### src/hdl/qdp_pkg.sv
// Package for the quad converter parallel-port host controller
package qdp_pkg;
    localparam int DATA_W = 16;
    localparam int SETUP_NS = 20;
    localparam int PULSE_NS = 40;
    localparam int CLK_NS = 20;
    localparam logic [3:0] SETUP_CYC = 4'((SETUP_NS + CLK_NS - 1) / CLK_NS);
    localparam logic [3:0] PULSE_CYC = 4'((PULSE_NS + CLK_NS - 1) / CLK_NS);
    localparam logic [15:0] ZERO_CODE = 16'h0000;

    typedef enum logic [3:0] {
        ST_OFF = 4'h0,
        ST_IDLE = 4'h1,
        ST_RW = 4'h3,
        ST_DATA = 4'h2,
        ST_ADDR = 4'h6,
        ST_CSLO = 4'h7,
        ST_CSHI = 4'h5,
        ST_STRB = 4'h4,
        ST_SLO = 4'hc
    } qdp_state_t;

    typedef enum logic [1:0] {
        OP_WRITE = 2'h0,
        OP_READ = 2'h1,
        OP_LOAD = 2'h2,
        OP_CLEAR = 2'h3
    } qdp_op_t;

    typedef struct packed {
        qdp_op_t op;
        logic [1:0] chan;
        logic [15:0] data;
    } qdp_req_t;

    typedef struct packed {
        logic cs_n;
        logic rd_wr;
        logic sel_hi;
        logic sel_lo;
        logic load;
        logic clear;
        logic sleep_n;
    } qdp_pins_t;

    typedef struct packed {
        qdp_state_t st;
        qdp_req_t req;
        logic [3:0] cnt;
        qdp_pins_t pins;
        logic [15:0] dout;
        logic dout_oe_n;
        logic [15:0] rdata;
        logic rvalid;
    } qdp_regs_t;
endpackage : qdp_pkg

### src/hdl/qdp_host.sv
// Host-side controller driving the quad converter parallel port
`timescale 1ns/100ps
module qdp_host (
    // Clock and reset
    input wire logic clk,
    input wire logic rst_b,
    // Supply status and sleep request
    input wire logic supplies_ok,
    input wire logic sleep_req,
    // Request side
    input wire logic req_valid,
    output logic req_ready,
    input qdp_pkg::qdp_req_t req,
    output logic [15:0] rd_data,
    output logic rd_valid,
    // Device pins
    output logic cs_n,
    output logic rd_wr,
    output logic channel_sel_hi,
    output logic channel_sel_lo,
    output logic load_outputs_strobe,
    output logic clear,
    output logic sleep_n,
    input wire logic [15:0] data_bus_i,
    output logic [15:0] data_bus_o,
    output logic data_bus_oe_n
);
    qdp_pkg::qdp_regs_t r_q;
    qdp_pkg::qdp_regs_t r_d;

    always_comb begin
        r_d = r_q;
        r_d.rvalid = 1'b0;
        if (r_q.cnt != 4'h0) begin
            r_d.cnt = r_q.cnt - 4'h1;
        end
        unique case (r_q.st)
            qdp_pkg::ST_OFF: begin
                r_d.pins = '0;
                r_d.dout = qdp_pkg::ZERO_CODE;
                r_d.dout_oe_n = 1'b0;
                if (supplies_ok) begin
                    r_d.pins.cs_n = 1'b1;
                    r_d.pins.sleep_n = 1'b1;
                    r_d.dout_oe_n = 1'b1;
                    r_d.st = qdp_pkg::ST_IDLE;
                end
            end
            qdp_pkg::ST_IDLE: begin
                r_d.pins.sleep_n = ~sleep_req;
                if (req_valid) begin
                    r_d.req = req;
                    r_d.cnt = qdp_pkg::SETUP_CYC;
                    if (req.op == qdp_pkg::OP_LOAD) begin
                        r_d.pins.load = 1'b1;
                        r_d.cnt = qdp_pkg::PULSE_CYC;
                        r_d.st = qdp_pkg::ST_STRB;
                    end else if (req.op == qdp_pkg::OP_CLEAR) begin
                        r_d.pins.clear = 1'b1;
                        r_d.cnt = qdp_pkg::PULSE_CYC;
                        r_d.st = qdp_pkg::ST_STRB;
                    end else begin
                        r_d.pins.rd_wr = 1'b0;
                        r_d.dout_oe_n = 1'b1;
                        r_d.st = qdp_pkg::ST_RW;
                    end
                end
            end
            qdp_pkg::ST_RW: begin
                if (r_q.cnt == 4'h0) begin
                    r_d.cnt = qdp_pkg::SETUP_CYC;
                    if (r_q.req.op == qdp_pkg::OP_WRITE) begin
                        r_d.dout = r_q.req.data;
                        r_d.dout_oe_n = 1'b0;
                    end
                    r_d.st = qdp_pkg::ST_DATA;
                end
            end
            qdp_pkg::ST_DATA: begin
                if (r_q.cnt == 4'h0) begin
                    r_d.pins.sel_hi = r_q.req.chan[1];
                    r_d.pins.sel_lo = r_q.req.chan[0];
                    r_d.cnt = qdp_pkg::SETUP_CYC;
                    r_d.st = qdp_pkg::ST_ADDR;
                end
            end
            qdp_pkg::ST_ADDR: begin
                // Lets a transfer parked behind sleep go on once sleep is dropped
                if (!r_q.pins.sleep_n) begin
                    r_d.pins.sleep_n = ~sleep_req;
                end
                if (r_q.cnt == 4'h0 && r_q.pins.sleep_n) begin
                    if (r_q.req.op == qdp_pkg::OP_READ && !r_q.pins.rd_wr) begin
                        // Read select rises only after the address has settled
                        r_d.pins.rd_wr = 1'b1;
                        r_d.cnt = qdp_pkg::SETUP_CYC;
                    end else begin
                        r_d.pins.cs_n = 1'b0;
                        r_d.cnt = qdp_pkg::PULSE_CYC;
                        r_d.st = qdp_pkg::ST_CSLO;
                    end
                end
            end
            qdp_pkg::ST_CSLO: begin
                if (r_q.cnt == 4'h0) begin
                    if (r_q.req.op == qdp_pkg::OP_READ) begin
                        r_d.rdata = data_bus_i;
                        r_d.rvalid = 1'b1;
                    end
                    r_d.pins.cs_n = 1'b1;
                    r_d.cnt = qdp_pkg::SETUP_CYC;
                    r_d.st = qdp_pkg::ST_CSHI;
                end
            end
            qdp_pkg::ST_CSHI: begin
                if (r_q.cnt == 4'h0) begin
                    r_d.pins.rd_wr = 1'b0;
                    r_d.dout_oe_n = 1'b1;
                    r_d.st = qdp_pkg::ST_IDLE;
                end
            end
            qdp_pkg::ST_STRB: begin
                if (r_q.cnt == 4'h0) begin
                    r_d.pins.load = 1'b0;
                    r_d.pins.clear = 1'b0;
                    r_d.cnt = qdp_pkg::PULSE_CYC;
                    r_d.st = qdp_pkg::ST_SLO;
                end
            end
            qdp_pkg::ST_SLO: begin
                if (r_q.cnt == 4'h0) begin
                    r_d.st = qdp_pkg::ST_IDLE;
                end
            end
            default: begin
                r_d.st = qdp_pkg::ST_OFF;
            end
        endcase
        if (!supplies_ok) begin
            r_d.st = qdp_pkg::ST_OFF;
            r_d.pins = '0;
            r_d.dout = qdp_pkg::ZERO_CODE;
            r_d.dout_oe_n = 1'b0;
        end
    end

    always_ff @(posedge clk or negedge rst_b) begin
        if (!rst_b) begin
            r_q <= '{st: qdp_pkg::ST_OFF, req: '0, cnt: 4'h0, pins: '0,
                     dout: 16'h0000, dout_oe_n: 1'b0, rdata: 16'h0000, rvalid: 1'b0};
        end else begin
            r_q <= r_d;
        end
    end

    assign req_ready = (r_q.st == qdp_pkg::ST_IDLE) && supplies_ok;
    assign rd_data = r_q.rdata;
    assign rd_valid = r_q.rvalid;
    assign cs_n = r_q.pins.cs_n;
    assign rd_wr = r_q.pins.rd_wr;
    assign channel_sel_hi = r_q.pins.sel_hi;
    assign channel_sel_lo = r_q.pins.sel_lo;
    assign load_outputs_strobe = r_q.pins.load;
    assign clear = r_q.pins.clear;
    assign sleep_n = r_q.pins.sleep_n;
    assign data_bus_o = r_q.dout;
    assign data_bus_oe_n = r_q.dout_oe_n;

    // Checks
    property p_no_cs_fall_in_sleep;
        @(posedge clk) disable iff (!rst_b) $fell(cs_n) |-> sleep_n;
    endproperty
    cs_sleep_a: assert property (p_no_cs_fall_in_sleep) else $error("cs fell while asleep");
    write_drive_a: assert property (@(posedge clk) disable iff (!rst_b)
        $fell(cs_n) && !rd_wr |-> !data_bus_oe_n && $stable(data_bus_o))
        else $error("write data not driven");
    read_release_a: assert property (@(posedge clk) disable iff (!rst_b)
        !cs_n && rd_wr |-> data_bus_oe_n)
        else $error("bus driven during read");
    rw_stable_a: assert property (@(posedge clk) disable iff (!rst_b)
        !cs_n |-> $stable(rd_wr) && $stable(channel_sel_hi) && $stable(channel_sel_lo))
        else $error("ctrl moved");
    cs_pulse_a: assert property (@(posedge clk) disable iff (!rst_b)
        $fell(cs_n) |-> !cs_n [*3] ##1 cs_n)
        else $error("cs pulse width wrong");
    power_low_a: assert property (@(posedge clk) disable iff (!rst_b)
        !supplies_ok |=> !cs_n && !sleep_n && !load_outputs_strobe && !clear)
        else $error("input high unpowered");
    load_pulse_a: assert property (@(posedge clk) disable iff (!rst_b)
        $rose(load_outputs_strobe) |-> cs_n ##0 load_outputs_strobe [*3] ##1 !load_outputs_strobe)
        else $error("bad load pulse");
    clear_pulse_a: assert property (@(posedge clk) disable iff (!rst_b)
        $rose(clear) && supplies_ok |-> clear [*3] ##1 !clear)
        else $error("bad clear pulse");
    chan_map_a: assert property (@(posedge clk) disable iff (!rst_b)
        $fell(cs_n) |-> {channel_sel_hi, channel_sel_lo} == r_q.req.chan)
        else $error("wrong channel");
    read_done_a: assert property (@(posedge clk) disable iff (!rst_b)
        $fell(cs_n) && rd_wr |-> ##[1:4] rd_valid)
        else $error("read not returned");
    // Pin ordering around a transfer; a supply drop forces every pin low at once
    rw_order_a: assert property (@(posedge clk) disable iff (!rst_b || !supplies_ok)
        $rose(rd_wr) |-> cs_n && data_bus_oe_n && $stable({channel_sel_hi, channel_sel_lo}))
        else $error("read select raised out of order");
    addr_order_a: assert property (@(posedge clk) disable iff (!rst_b || !supplies_ok)
        $changed({channel_sel_hi, channel_sel_lo}) |-> cs_n && !rd_wr)
        else $error("address moved out of order");
    data_order_a: assert property (@(posedge clk) disable iff (!rst_b || !supplies_ok)
        $changed(data_bus_o) |-> cs_n && !rd_wr)
        else $error("write data moved out of order");
    rd_sample_a: assert property (@(posedge clk) disable iff (!rst_b)
        rd_valid |-> cs_n && !$past(cs_n) && $past(rd_wr))
        else $error("read word not taken at select rise");
    strobe_gap_a: assert property (@(posedge clk) disable iff (!rst_b)
        $fell(load_outputs_strobe) || $fell(clear) |-> (!load_outputs_strobe && !clear) [*3])
        else $error("strobe low time too short");
    sleep_follow_a: assert property (@(posedge clk) disable iff (!rst_b)
        req_ready |=> sleep_n == !$past(sleep_req))
        else $error("sleep pin not following request");

    // Coverage
    write_c: cover property (@(posedge clk) disable iff (!rst_b) $fell(cs_n) && !rd_wr);
    read_c: cover property (@(posedge clk) disable iff (!rst_b) rd_valid);
    load_c: cover property (@(posedge clk) disable iff (!rst_b) $rose(load_outputs_strobe));
    clear_sleep_c: cover property (@(posedge clk) disable iff (!rst_b) $rose(clear) && !sleep_n);
    wake_c: cover property (@(posedge clk) disable iff (!rst_b) $rose(sleep_n) && supplies_ok);
endmodule : qdp_host

### config.mk
export PLATFORM = sky130hd
export DESIGN_NAME = qdp_host
export DESIGN_NICKNAME = d
export VERILOG_FILES = /design/src/hdl/qdp_pkg.sv /design/src/hdl/qdp_host.sv
export SDC_FILE = /design/constraint.sdc
export NUM_CORES = 1
export LEC_CHECK = 0
export ABC_AREA = 0
export BUFFER_PORTS_ARGS = -buffer_cell sky130_fd_sc_hd__buf_4
export CORE_MARGIN = 2
export CORE_UTILIZATION = 30
export DETAILED_ROUTE_END_ITERATION = 7
export PLACE_DENSITY = 0.6
export SYNTH_ARGS = -nofsm -noshare
export SYNTH_HDL_FRONTEND = slang
export SYNTH_SLANG_ARGS = --single-unit
### constraint.sdc
create_clock -name clk -period 4 [get_ports clk]
set_input_delay 0.2 -clock clk [delete_from_list [all_inputs] [get_ports clk]]
set_output_delay 0.2 -clock clk [all_outputs]
set_load 0.02 [all_outputs]
==> metrics.cfg <==
[route]
first_iter_violations=171
drt-met1-wl_um=3750
routed_wl_um=7800
wl_met2_um=3470
vias=2477
top_layer=met4
wl_met3_um=526
drtAntennaViolNets=0
drc_errors=0
firstDrtPassIters=4
vias_per_cell=4.96
wl_per_cell_um=15.6

[logic_synthesis]
synthArstFlopShare_pct=100
yosysSeqAreaShare_pct=50.0
synth_top_cells_by_area=dfrtp_1 (50%), mux2_2 (12%), buf_4 (7.0%)
synth-edff-count=0
ys_ff_latch=69
syn_area_um2=3460
synth_ff_type=dfrtp_1
synthCells=308
synth_top_family_by_area=compound AO/OA/AOI/OAI gates
yosysTopAreaCell=dfrtp_1
synthAdderAreaFrac_pct=1.09
synth_top_area_share_pct=50.0
synth_mux_area_share_pct=12.0
synth_compound_area_share_pct=14.9
synthSimpleGateAreaFrac_pct=10.8
yosysWarningCount=0
syn_nets=352
synth-xor-area-share_pct=0.507
ys_types=57
syn_avg_cell_area_um2=11.2

[sta]
final_min_period_over_clock_period_pct=66.5
setup-tns-final_ns=0
fmax_ghz=0.376
rsz0062_at_grt=false
whs_ns=-0.00223
worst_pin_slew_ns=0.973
min_period_ns=2.66
finClkSkew_ns=0.0113
drv_slew=0
setup_violations=0
hold_violations=2
max_slew_margin_pct=34.6

[finish]
n_antenna_cell=0
multi_input_area_um2=1360
syn2layout_area_growth_pct=22.7
drive_gt1_share_pct=39.6
ff_latch_area_um2=1730
utilization_pct=37.5
fillers=1138
fin_nets=395

[floorplanning]
die_h_um=111
core_um2=11300
rows=39
io_pins=83
design.die.area_um2=12400
dieWidth_um=111
initial_core_util_pct=30.5

[power_and_ir_drop]
ir_worst_vdd_uv=256
power_mw=2.58
p_leak_nw=2.01
powerDensity_nw_per_um2=607

[global_route]
grt_pass1_wl_um=13100
grt_max_degree=70
grt_remaining_overflow=0
grt_pass1_vias=2450
antenna_found_initial=0
gr-usage-all-layers_pct=12.9

[clocking]
cts-root-buf=clkbuf_16
htreeDepth=3
cts_buffers=9
ctsResizeCount=0
clk_pin_slew_worst_paths_ns=0.06
cts.sinks=69
cts_hold_buf=0
postCtsSetupBuffers=0
insertion_delay_ns=0.33
cts_max_path_buffers=2
cts_tree=yes

[critical_path]
worstSetupStartpointType=flop
crit_end=rd_data[10]
critPathCaptureType=flop
crit_type=flop to flop
r2r_cells=6
r2r_slack_ns=1.34
cp_max_fo=18
cp-startpoint=r_q[41]
reg2reg_to=rd_data[10]
required_ns=4.20
cp_data_arrival_time_ns=2.87
r2r-start=r_q[41]

[place]
hpwl_um=5320
port_buffers=82
place_congestion=0.884

[status]
violations=negative hold slack
status=finished with violations

[job]
maxCapViolCount=0

[min_path]
hp-class=input port to async pin

how the worst min path moves through the flow:
stage / start / to / slack [ns] / cells after the start
4_1_cts: rst_b / rd_data[14] / 0.03 / 1
2_1_floorplan: rst_b / channel_sel_hi / -0.1 / 0
5_1_grt: rst_b / rd_data[14] / 0.07 / 1
3_5_place_dp: rst_b / rd_data[14] / 0.38 / 1
3_3_place_gp: rst_b / rd_data[7] / 0.37 / 1
6_report: rst_b / rd_data[14] / -0.002 / 1
power by group:
group / switching (mW) / total [mW] / internal, mW
combinational: 0.385 / 0.723 / 0.338
sequential: 0.143 / 0.991 / 0.847
clock: 0.313 / 0.862 / 0.549
total: 0.842 / 2.58 / 1.73
sequential cells by signal (all words and copies together) (netlist names):
| register | flops |
|---|---|
| r_q | 28 |
| rd_data | 16 |
| rd_wr | 1 |
| data_bus_oe_n | 1 |
| data_bus_o | 16 |
| load_outputs_strobe | 1 |
| clear | 1 |
| cs_n | 1 |
| channel_sel_lo | 1 |
| channel_sel_hi | 1 |
| rd_valid | 1 |
| sleep_n | 1 |
cells in the mapped netlist, types with 2 or more instances:
library cell / number
a211oi_1: 4
a21o_1: 3
a21oi_1: 9
a22o_1: 18
a22oi_1: 3
a31oi_1: 2
a32oi_1: 2
and3_1: 2
buf_4: 32
buf_6: 3
clkbuf_1: 12
dfrtp_1: 69
ha_1: 3
inv_1: 9
mux2_2: 36
nand2_1: 14
nand2b_1: 5
nand3_1: 2
nor2_1: 16
nor2b_1: 4
nor3_1: 7
nor4_1: 3
o21ai_0: 11
o22ai_1: 3
o32ai_1: 2
or2_2: 2
or3_1: 2
logic make-up after synthesis:
family / after synthesis
buffers and inverters: 60
multiplexers: 37
flip-flops: 69
XOR/XNOR: 2
AND/OR/NAND/NOR: 66
adder cells (fa/ha/maj): 3
AO/OA/AOI/OAI: 71
routing by layer:
| metal | up-vias | global-route usage, % |
|---|---|---|
| met2 | 99 | 18.3 |
| li1 | 1170 | - |
| met3 | 6 | 3.86 |
| met4 | 0 | 3.46 |
| met1 | 1202 | 19.1 |
| met5 | - | 0 |
cell type report:
cell class	count	share of cell area, %
Tap cell	143	4.22
Inverter	10	0.944
Multi-Input combinational cell	179	32.0
Clock inverter	7	2.33
Sequential cell	69	40.7
Clock buffer	9	5.31
Timing Repair Buffer	82	14.5
per-stage QoR:
stage | instance area (um2) | setup WS (ns) | hold WS, ns | instances
floorplan | 3460 | 1.86 | -0.0956 | 308
global placement | 3920 | 1.36 | 0.366 | 483
detailed placement | 3920 | 1.31 | 0.382 | 483
CTS | 4240 | 1.30 | 0.0331 | 499
global route | 4240 | 1.10 | 0.0659 | 499
finish | 4240 | 1.34 | -0.00223 | 499
placed cells by master (no fill, tap or decap), types with 2 or more instances in the layout:
cell,n
a32oi_1,2
inv_1,9
a22o_1,18
nor2b_1,4
o32ai_1,2
clkbuf_16,9
nor3_1,7
bufinv_16,2
or2_2,2
nor2_1,16
a22oi_1,3
nand2b_1,5
clkinv_4,2
o21ai_0,11
mux2_2,36
buf_4,82
ha_1,3
a21oi_1,9
a31oi_1,2
or3_1,2
and3_1,2
a21o_1,3
o22ai_1,3
a211oi_1,4
nand2_1,14
nand3_1,2
nor4_1,3
dfrtp_1,69
critical path, cell delays in order, from the launching register on:
cell	delay, ns
dfrtp_1	0.39
inv_1	0.09
ha_1	0.18
nor3b_4	0.38
inv_4	0.18
nor4_4	0.90
mux2_2	0.42
Note: power is estimated with default switching activity, not from simulation.
